<file path="src/pkg/btbc_defs.vh">
`ifndef BTBC_DEFS_VH
`define BTBC_DEFS_VH
// opcode prefixes
`define BTBC_PFX_INVERT     4'h7
`define BTBC_PFX_BOV_HI     4'he
`define BTBC_PFX_BOV_LO     4'h4
`define BTBC_PFX_BZ         8'he0
`define BTBC_PFX_CALL1      7'h76
`define BTBC_PFX_CALL2      4'hf
// indexed literal offset limit
`define BTBC_ILO_LIMIT      8'h5f
// status flag positions
`define BTBC_FLAG_Z         2
`define BTBC_FLAG_OV        3
// call return offset in bytes
`define BTBC_CALL_RET       21'h000004
// phase one-hot codes
`define BTBC_Q1             4'h1
`define BTBC_Q2             4'h2
`define BTBC_Q3             4'h4
`define BTBC_Q4             4'h8
`endif

</file>
<file path="src/logic/btbc_exec.v">
`timescale 1ns/1ps
// Overview of operation
// - toggle only selected bit, flags unchanged
// - access flag picks access bank or bank
// - extended set, low addresses use indexed offset
// - overflow branch only when overflow set
// - zero branch only when zero set
// - target is pc plus twice signed offset
// - taken two cycles, not taken one
// - pc written Q4, then a flush cycle
// - call is two words with prefixes
// - shadow flag copies acc, flags, bank
// - call literal full 20 bits, flags untouched
`include "btbc_defs.vh"
module btbc_exec (
	input  wire        clk_i,
	input  wire        rst_n_i,
	input  wire [3:0]  phase_i,        // one-hot q1..q4 from the core
	input  wire [15:0] instr_i,        // current instruction word
	input  wire [15:0] instr2_i,       // following program word
	input  wire [20:0] pc_i,           // already incremented pc
	input  wire [7:0]  status_i,       // core status register
	input  wire [7:0]  accumulator_i,  // core accumulator
	input  wire [3:0]  bank_select_reg_i,
	input  wire        ext_set_en_i,   // extended instruction set enabled
	input  wire [11:0] ilo_base_i,     // index pointer for literal offset mode
	input  wire [7:0]  mem_rdata_i,    // data memory read data
	output reg  [11:0] mem_addr_o,
	output reg         mem_rd_o,
	output reg         mem_wr_o,
	output reg  [7:0]  mem_wdata_o,
	output reg         pc_wr_o,
	output reg  [20:0] pc_wdata_o,
	output reg         stack_push_o,
	output reg  [20:0] stack_top_o,
	output reg         shadow_wr_o,
	output reg  [7:0]  accumulator_shadow_o,
	output reg  [7:0]  flags_shadow_o,
	output reg  [3:0]  bank_select_shadow_o,
	output reg         flush_o,        // next cycle executes as no-operation
	output reg         busy_o          // second cycle of a two-cycle instruction
);

	// one-hot execution states
	localparam ST_IDLE  = 3'b001;
	localparam ST_EXEC  = 3'b010;
	localparam ST_FLUSH = 3'b100;
	// idle and exec behave the same; exec only marks that a q1 was seen
	// flush covers the whole second instruction cycle of a taken branch or a call
	// while in flush every decode is ignored, so a prefetched word cannot act
	// the phase input is trusted to step q1..q4 with no gaps
	// a phase code that is not one-hot falls to the default branch and does nothing
	// limitation: a phase sequence that starts in mid-cycle is not recovered
	// the first q1 after reset starts a clean cycle
	// trade-off: no phase counter of our own, so the core keeps full control
	// of when an instruction cycle begins

	reg [2:0]  state;        // first or second (flush) cycle
	reg [7:0]  work_byte;    // byte captured in q2
	reg [20:0] branch_tgt;   // computed in q3

	// resolve a file address; access bank low half maps below 0x060, high half to sfr page
	// bank mode: bank select forms the upper nibble
	// extended mode: only low access-bank addresses move to the pointer window
	// the pointer sum wraps inside 12 bits, which the core must keep in range
	// the same decode serves every byte-oriented operation, hence a function
	function [11:0] resolve_addr;
		input [7:0]  f;
		input        a;
		input [3:0]  bank;
		input        ext;
		input [11:0] base;
		begin
			if (a)
				resolve_addr = {bank, f};
			else if (ext && (f <= `BTBC_ILO_LIMIT))
				resolve_addr = base + {4'h0, f};
			else if (f <= `BTBC_ILO_LIMIT)
				resolve_addr = {4'h0, f};
			else
				resolve_addr = {4'hf, f};
		end
	endfunction

	// decode strobes
	// instr_i must stay stable across all four phases of its cycle
	// the call decode also checks the second word, so a stray first word
	// without its partner never pushes the stack
	// flag bits are read as levels; the core holds them through the cycle
	wire is_invert = (instr_i[15:12] == `BTBC_PFX_INVERT);
	wire is_bov    = (instr_i[15:12] == `BTBC_PFX_BOV_HI) && (instr_i[11:8] == `BTBC_PFX_BOV_LO);
	wire is_bz     = (instr_i[15:8] == `BTBC_PFX_BZ);
	wire is_call   = (instr_i[15:9] == `BTBC_PFX_CALL1) && (instr2_i[15:12] == `BTBC_PFX_CALL2);
	wire ov_set    = status_i[`BTBC_FLAG_OV];
	wire z_set     = status_i[`BTBC_FLAG_Z];
	wire take      = (is_bov && ov_set) || (is_bz && z_set);
	wire [11:0] f_addr = resolve_addr(instr_i[7:0], instr_i[8], bank_select_reg_i, ext_set_en_i, ilo_base_i);
	// sign extended offset doubled
	wire [20:0] offs2  = {{12{instr_i[7]}}, instr_i[7:0], 1'b0};

	// main sequencer; status is never written, so flags stay untouched
	// every output is a register, so each answer appears one edge after
	// the phase that asks for it
	// q1 decodes and addresses, q2 reads, q3 processes, q4 writes
	// strobes fall back to zero on every edge, so none can stick high
	// the branch target is formed every q3 outside the flush cycle and only used when taken
	// that costs a little power but keeps the q4 path short
	always @(posedge clk_i or negedge rst_n_i) begin
		if (!rst_n_i) begin
			state                <= ST_IDLE;
			work_byte            <= 8'h00;
			branch_tgt           <= 21'h000000;
			mem_addr_o           <= 12'h000;
			mem_rd_o             <= 1'b0;
			mem_wr_o             <= 1'b0;
			mem_wdata_o          <= 8'h00;
			pc_wr_o              <= 1'b0;
			pc_wdata_o           <= 21'h000000;
			stack_push_o         <= 1'b0;
			stack_top_o          <= 21'h000000;
			shadow_wr_o          <= 1'b0;
			accumulator_shadow_o <= 8'h00;
			flags_shadow_o       <= 8'h00;
			bank_select_shadow_o <= 4'h0;
			flush_o              <= 1'b0;
			busy_o               <= 1'b0;
		end else begin
			// strobes are one-cycle pulses by default
			mem_rd_o     <= 1'b0;
			mem_wr_o     <= 1'b0;
			pc_wr_o      <= 1'b0;
			stack_push_o <= 1'b0;
			shadow_wr_o  <= 1'b0;
			case (state)
			ST_IDLE, ST_EXEC: begin
				case (phase_i)
				`BTBC_Q1: begin
					state  <= ST_EXEC;
					busy_o <= 1'b0;
					if (is_invert) begin
						mem_addr_o <= f_addr;
						mem_rd_o   <= 1'b1;
					end
				end
				`BTBC_Q2: begin
					// read data must be valid in q2 for the toggle
					// the memory answers within the same cycle as the read strobe
					// the return address is pushed before the pc is rewritten in q4
					if (is_invert)
						work_byte <= mem_rdata_i;
					if (is_call) begin
						stack_top_o  <= pc_i + `BTBC_CALL_RET;
						stack_push_o <= 1'b1;
					end
				end
				`BTBC_Q3: begin
					if (is_invert)
						mem_wdata_o <= work_byte ^ (8'h01 << instr_i[11:9]);
					branch_tgt <= pc_i + offs2;
					if (is_call && instr_i[8]) begin
						accumulator_shadow_o <= accumulator_i;
						flags_shadow_o       <= status_i;
						bank_select_shadow_o <= bank_select_reg_i;
						shadow_wr_o          <= 1'b1;
					end
				end
				`BTBC_Q4: begin
					// writes land here; a taken branch or a call also opens the flush
					// a not-taken branch leaves the pc to the core's own increment
					if (is_invert)
						mem_wr_o <= 1'b1;
					if (take) begin
						pc_wdata_o <= branch_tgt;
						pc_wr_o    <= 1'b1;
						flush_o    <= 1'b1;
						busy_o     <= 1'b1;
						state      <= ST_FLUSH;
					end else if (is_call) begin
						pc_wdata_o <= {instr2_i[11:0], instr_i[7:0], 1'b0};
						pc_wr_o    <= 1'b1;
						flush_o    <= 1'b1;
						busy_o     <= 1'b1;
						state      <= ST_FLUSH;
					end
				end
				default: ;
				endcase
			end
			ST_FLUSH: begin
				// whole cycle is a no-operation
				// busy and flush end together so the next q1 is a normal cycle
				if (phase_i == `BTBC_Q4) begin
					flush_o <= 1'b0;
					busy_o  <= 1'b0;
					state   <= ST_IDLE;
				end
			end
			default: state <= ST_IDLE;
			endcase
		end
	end

endmodule

</file>
<file path="config.mk">
export PLATFORM = sky130hd
export DESIGN_NAME = btbc_exec
export DESIGN_NICKNAME = d
export VERILOG_FILES = /design/src/logic/btbc_exec.v
export VERILOG_INCLUDE_DIRS = /design/src /design/src/pkg
export SDC_FILE = /design/constraint.sdc
export NUM_CORES = 1
export LEC_CHECK = 0
export BUFFER_PORTS_ARGS = -buffer_cell sky130_fd_sc_hd__buf_4
export CORE_UTILIZATION = 25
export DETAILED_ROUTE_END_ITERATION = 8
export PLACE_DENSITY = 0.52
export REMOVE_ABC_BUFFERS = 1
export SETUP_SLACK_MARGIN = 0.2
export SYNTH_ARGS = -nofsm -noshare
export SYNTH_HDL_FRONTEND = slang
export SYNTH_SLANG_ARGS = --single-unit
</file>
<file path="constraint.sdc">
create_clock -name clk_i -period 2.6 [get_ports clk_i]
set_input_delay 0.78 -clock clk_i [delete_from_list [all_inputs] [get_ports clk_i]]
set_output_delay 0.78 -clock clk_i [all_outputs]
set_load 0.01 [all_outputs]
</file>
==> summary.txt, run 1 <==
Run
  • Max-cap violations: 0

Setup path
  • R2R Path End: mem_addr_o[4]
  • R2R setup slack: 0.55 ns
  • Worst setup SP type: input pin
  • Critical path class: in -> reg
  • FF-to-FF path depth: 7
  • Critical R2R Launch: state[0]
  • CP required: 2.90 ns
  • Critical path arrival: 2.59 ns
  • Crit-path max FO: 4
  • Crit. End Element: flop

Route
  • Post-route ant nets: 0
  • Initial DRC count: 323
  • Vias: 5621
  • Vias/cell: 4.41
  • DRC errors left: 12
  • Wire per inst: 15.2 um
  • Routed WL: 19400 um
  • Drt pass-1 iters: 7

Power and ir drop
  • P per Cell Area: 609 mW/mm^2
  • VDD IR-drop max: 0.000385 V
  • LEAKAGE: 4.63 nW

Global routing
  • Total congestion overflow: 0
  • Largest net degree at the start of global routing: 41
  • Gr usage total: 0.145
  • Vias in the first global route: 5630
  • First-pass GRT wire length: 31200 um
  • Initial antenna violation count: 0

CTS
  • Root buffer cell: clkbuf_16
  • Clock sink count: 121
  • TritonCTS clock tree: done
  • H-tree levels: 4
  • Clk slew on worst S/H paths: 0.06 ns
  • Clock latency on the worst-skew pair: 0.42 ns
  • Clk buf depth: 2
  • Cts-stage hold buffer count: 0
  • CTS Buf Count: 17

Placement
  • DP Wirelength: 14900 um
  • Routability cong.: 0.793
  • Post-DP Area: 0.00897 mm^2
  • IO buf count: 188
  • Place WS: -0.173 ns

Synth
  • Cells after synthesis: 679
  • Post-Syn Area: 0.00673 mm^2
  • Synth warnings: 0
  • Area share of the largest cell type after synthesis: 0.446
  • Top cells by area, synth: dfrtp_1 (45%), ha_1 (5.2%), nand2_1 (4.2%)
  • EDFF count, synth: 0
  • Mean Syn Cell Area: 9.92 um^2
  • Top FF cell, synth: dfrtp_1
  • Asr flop ratio synth: 1.00
  • Synth cell types: 63
  • Area leader, netlist: dfrtp_1
  • Synth Register Bits: 121
  • Sequential area share after synthesis: 0.450

Floorplan
  • Initial Util: 0.257
  • Core outline area: 0.0262 mm^2
  • Row count: 59
  • Die Height: 166 um
  • I/O pin count: 189
  • Die area: 0.0276 mm^2
  • Die Span X: 166 um

Finish
  • Final nets: 1057
  • Leading cell type in the layout, fill and taps excluded: buf_4
  • Design area: 0.00958 mm^2
  • Commonest non-fill, non-tap cells in the layout: buf_4 (248), dfrtp_1 (120), nand2_1 (75), nor2_1 (63), a21oi_1 (46)
  • Ratio of cells with drive above 1 in the final layout: 0.367
  • Diodes inserted: 0
  • Area growth syn-to-layout: 42.3%
  • Number of fill cells in the layout: 2714

STA
  • Rel. slew slack: 0.550
  • Final Setup Violations: 0
  • Worst Max-Slew Pin Slew: 0.675 ns
  • Final min period: 2.29 ns
  • Final Cycle Share: 0.880
  • Setup WS post-layout: 0.312 ns
  • RSZ-0062 raised after global routing: true
  • Fmax: 437 MHz
  • Max-slew violation count: 0
  • Worst-case clock skew: 0.00948 ns
  • Final hold violation count: 0

Worst hold path
  • Hold WC Path Type: in -> async

Status
  • Violated checks: design-rule violations
  • Outcome: finished with violations
-- sequential cells by signal (all words and copies together), names as in the netlist, 3 cells and up --
signal                cells
pc_wdata_o               21
mem_wdata_o               8
bank_select_shadow_o      4
branch_tgt               21
flags_shadow_o            8
state                     3
accumulator_shadow_o      8
work_byte                 8
stack_top_o              21
mem_addr_o               12
-- per-stage QoR --
step | std cells | setup TNS [ns] | total power, mW | utilization | hold WS, ns
2_1_floorplan | 655 | -5.80 | 2.90 | - | 0.445
3_3_place_gp | 1243 | -0.730 | 3.51 | 0.342 | 0.463
3_5_place_dp | 1243 | -0.948 | 3.53 | 0.342 | 0.465
4_1_cts | 1275 | 0 | 5.92 | 0.364 | 0.273
5_1_grt | 1275 | 0 | 6.18 | 0.366 | 0.285
6_report | 1275 | 0 | 5.83 | 0.366 | 0.274
-- logic make-up (layout without fill, tap and decap cells) --
logic type / Yosys count / after routing / synth area share
xor+xnor: 47 / 47 / 0.0611
fa+ha+maj: 30 / 30 / 0.0580
compound gates: 169 / 169 / 0.156
simple gates: 219 / 219 / 0.157
flops: 121 / 121 / 0.450
buf+inv: 41 / 302 / 0.0305
mux: 52 / 52 / 0.0879
-- worst max path at each step --
| stage | end | from | slack [ns] | depth (start not counted) |
|---|---|---|---|---|
| final | branch_tgt[18] | instr_i[1] | 0.31 | 10 |
| after global routing | branch_tgt[17] | instr_i[0] | 0.19 | 11 |
| after CTS | branch_tgt[18] | instr_i[1] | 0.27 | 10 |
| after detailed placement | branch_tgt[18] | instr_i[1] | -0.17 | 10 |
| after global placement | branch_tgt[18] | instr_i[1] | -0.17 | 10 |
| after floorplan | pc_wdata_o[10] | instr_i[10] | -0.26 | 5 |
-- area by class of cell --
cell class | instances | area (um^2) | share of cell area
Multi-Input combinational cell | 517 | 3540 | 0.369
Sequential cell | 121 | 3030 | 0.316
Clock buffer | 17 | 425 | 0.0444
Inverter | 17 | 63.8 | 0.00666
Clock inverter | 15 | 153 | 0.0159
Timing Repair Buffer | 253 | 1950 | 0.204
Tap cell | 335 | 419 | 0.0438
-- worst max-delay path: stages --
cell       delay (ns)
buf_4            0.14
ha_1             0.27
a21o_2           0.12
nand4_1          0.17
a2111oi_4        0.34
nor3_2           0.08
buf_4            0.16
o21bai_2         0.20
nor2_1           0.07
a211o_1          0.26
-- what timing repair did --
item,4_1_cts,5_1_grt
endpoints found under the setup margin,0,6
setup buffers,0,0
gates resized for setup,0,5
-- where the power goes --
part / internal (mW) / switching, mW
sequential: 2.14 / 0.177
combinational: 0.584 / 0.584
clock: 1.28 / 1.07
-- metal layers --
metal | GRT usage | vias up | wire [um]
met5 | 0 | - | 0
met1 | 0.194 | 2621 | 9130
met2 | 0.237 | 115 | 9240
met4 | 0.0398 | 0 | 174
li1 | - | 2878 | -
met3 | 0.0303 | 7 | 809
-- synthesized netlist by cell type, drive strengths merged (2+ instances only) --
cell type and count:
a21oi 64, nand3b 3, nand3 23, nand2 76, mux2 27, nor2 69
a21o 13, fa 2, a211oi 5, clkbuf 7, mux2i 25, a31oi 5
a211o 2, nor2b 6, or2 2, dfrtp 120, xor2 22, o21bai 2
buf 17, o31ai 5, nor3b 4, and4 2, o21ai 60, inv 17
o21a 4, o211ai 2, xnor2 25, ha 28, nor4b 2, nand2b 6
nand4 7, and3 5, nor3 9
(Power assumes the default switching activity.)
==> run 2: changes to the inputs <==
--- a/config.mk
+++ b/config.mk
@@ -7,6 +7,7 @@
 export NUM_CORES = 1
 export LEC_CHECK = 0
 export BUFFER_PORTS_ARGS = -buffer_cell sky130_fd_sc_hd__buf_4
+export CORE_MARGIN = 8
 export CORE_UTILIZATION = 25
 export DETAILED_ROUTE_END_ITERATION = 8
 export PLACE_DENSITY = 0.52
==> run 2 against run 1 <==
Net effect: the flow now finishes without violations; critical path depth grew 1; clock skew shrank 0.0024 ns; hold slack lost 0.019 ns; non-clock buffer count shrank 12; clock-buffer cell count is the same; setup slack gained 0.023 ns; routed wire length grew 5.1%; die area grew 18%; largest power group unchanged.
==> summary.txt, run 2 (synthesis results as in run 1) <==
STA
  • Setup TNS: 0 ns
  • Worst Max-Slew Pin Slew: 0.648 ns
  • Rel. slew slack: 0.562
  • Final min period: 2.27 ns
  • Final Setup Violations: 0
  • Fmax: 441 MHz
  • Final hold violation count: 0
  • Setup WS post-layout: 0.335 ns
  • RSZ-0062 raised after global routing: false
  • Max-slew violation count: 0
  • Worst-case clock skew: 0.00707 ns
  • Final Cycle Share: 0.871

Floorplan
  • Row count: 60
  • Initial Util: 0.252
  • I/O pin count: 189
  • Die Span X: 180 um
  • Die area: 0.0324 mm^2
  • Core outline area: 0.0267 mm^2
  • Die Height: 180 um

Setup path
  • FF-to-FF path depth: 7
  • Critical path class: in -> reg
  • Worst setup SP type: input pin
  • Crit path largest cell delay: 0.37 ns
  • Crit-path max FO: 4
  • Critical R2R Launch: state[0]
  • R2R Path End: mem_addr_o[2]
  • R2R setup slack: 0.53 ns
  • CP Cell Sequence: buf_4 > ha_1 > inv_1 > fa_1 > nor2b_1 > o21ai_0 > a21o_1 > a21oi_1 > xnor2_1 > o221ai_1 > o21a_1
  • Crit-path slowest cell: fa_1
  • Crit. End Element: flop
  • CP required: 2.91 ns
  • Critical path arrival: 2.58 ns

Placement
  • IO buf count: 188
  • DP Wirelength: 15900 um
  • Post-DP Area: 0.00890 mm^2
  • Routability cong.: 0.819
  • Place WS: -0.133 ns

Route
  • Initial DRC count: 209
  • DRC errors left: 0
  • Post-route ant nets: 0
  • Wire per inst: 16.0 um
  • Vias/cell: 4.45
  • Routed WL: 20300 um
  • Drt pass-1 iters: 4
  • Vias: 5644

Finish
  • Area growth syn-to-layout: 41.1%
  • Design area: 0.00950 mm^2
  • Leading registers by flop count: branch_tgt x21, pc_wdata_o x21, stack_top_o x21
  • Ratio of cells with drive above 1 in the final layout: 0.356
  • Diodes inserted: 0
  • Leading cell type in the layout, fill and taps excluded: buf_4
  • Final nets: 1045
  • Number of fill cells in the layout: 2762
  • Commonest non-fill, non-tap cells in the layout: buf_4 (235), dfrtp_1 (120), nand2_1 (76), nor2_1 (63), a21oi_1 (46)

CTS
  • CTS Buf Count: 17
  • TritonCTS clock tree: done
  • Clock sink count: 121
  • Cts-stage hold buffer count: 0
  • Root buffer cell: clkbuf_16
  • Clk buf depth: 2
  • Clk slew on worst S/H paths: 0.06 ns
  • H-tree levels: 4
  • Clock latency on the worst-skew pair: 0.42 ns
  • Post-CTS Setup Bufs: 0

Power and ir drop
  • P per Cell Area: 622 mW/mm^2
  • VDD IR-drop max: 0.000352 V
  • LEAKAGE: 4.58 nW
  • Total Power: 5.91 mW

Run
  • Max-cap violations: 0

Global routing
  • Gr usage total: 0.127
  • Vias in the first global route: 5924
  • Largest net degree at the start of global routing: 48
  • Initial antenna violation count: 0
  • Total congestion overflow: 0
  • First-pass GRT wire length: 33000 um

Worst hold path
  • Hold WC Path Type: in -> async

Status
  • Outcome: complete, no violations
## run 2: cell types whose count changed in the layout (fill, tap and decap cells not counted), sizes merged
cell and delta:
clkinv -2, bufinv +2, buf -12, inv -1
clkinvlp +1
## run 2: worst max-delay path by stage
stage           startpoint        endpoint  slack [ns]  cells past startpoint
5_1_grt         instr_i[0]   branch_tgt[9]        0.20                     12
2_1_floorplan  instr_i[10]  pc_wdata_o[10]       -0.26                      5
4_1_cts         instr_i[0]  branch_tgt[17]        0.30                     11
3_3_place_gp    instr_i[4]  branch_tgt[14]       -0.11                     10
6_report        instr_i[0]   mem_addr_o[8]        0.33                     11
3_5_place_dp    instr_i[4]  branch_tgt[14]       -0.13                     10
## run 2: repair_timing
action / 4_1_cts / 5_1_grt
endpoints found under the hold margin: 0 / 0
gates resized for setup: 0 / 1
endpoints found under the setup margin: 0 / 2
## run 2: routing by layer
layer,wire length [um],GRT usage,up-vias
met3,670,0.0302,23
met2,10000,0.216,112
met4,335,0.0407,0
li1,-,-,2872
met1,9330,0.157,2637
met5,0,0,-
## run 2: cell type report
| type | instances | area, um^2 | area share |
|---|---|---|---|
| Multi-Input combinational cell | 517 | 3500 | 0.369 |
| Sequential cell | 121 | 3030 | 0.319 |
| Timing Repair Buffer | 241 | 1880 | 0.197 |
| Tap cell | 341 | 427 | 0.0449 |
| Clock buffer | 17 | 425 | 0.0448 |
| Clock inverter | 15 | 176 | 0.0186 |
| Inverter | 17 | 63.8 | 0.00672 |
## run 2: worst max-delay path, delay by kind of cell
family,cells,cell delay (ns)
buffers and inverters,2,0.16
adder cells (fa/ha/maj),2,0.54
AO/OA/AOI/OAI,5,0.79
XOR/XNOR,1,0.14
AND/OR/NAND/NOR,1,0.17
## run 2: per-stage QoR
stage / utilization / hold slack, ns / cells
after floorplan: - / 0.445 / 655
after global placement: 0.333 / 0.465 / 1237
after detailed placement: 0.333 / 0.466 / 1237
after CTS: 0.355 / 0.260 / 1269
after global routing: 0.355 / 0.262 / 1269
final: 0.355 / 0.255 / 1269
## run 2: report_power, final
group	switching (mW)	leakage, nW	internal [mW]
logic	0.576	2.66	0.568
registers	0.173	1.63	2.14
clock network	1.01	0.290	1.45
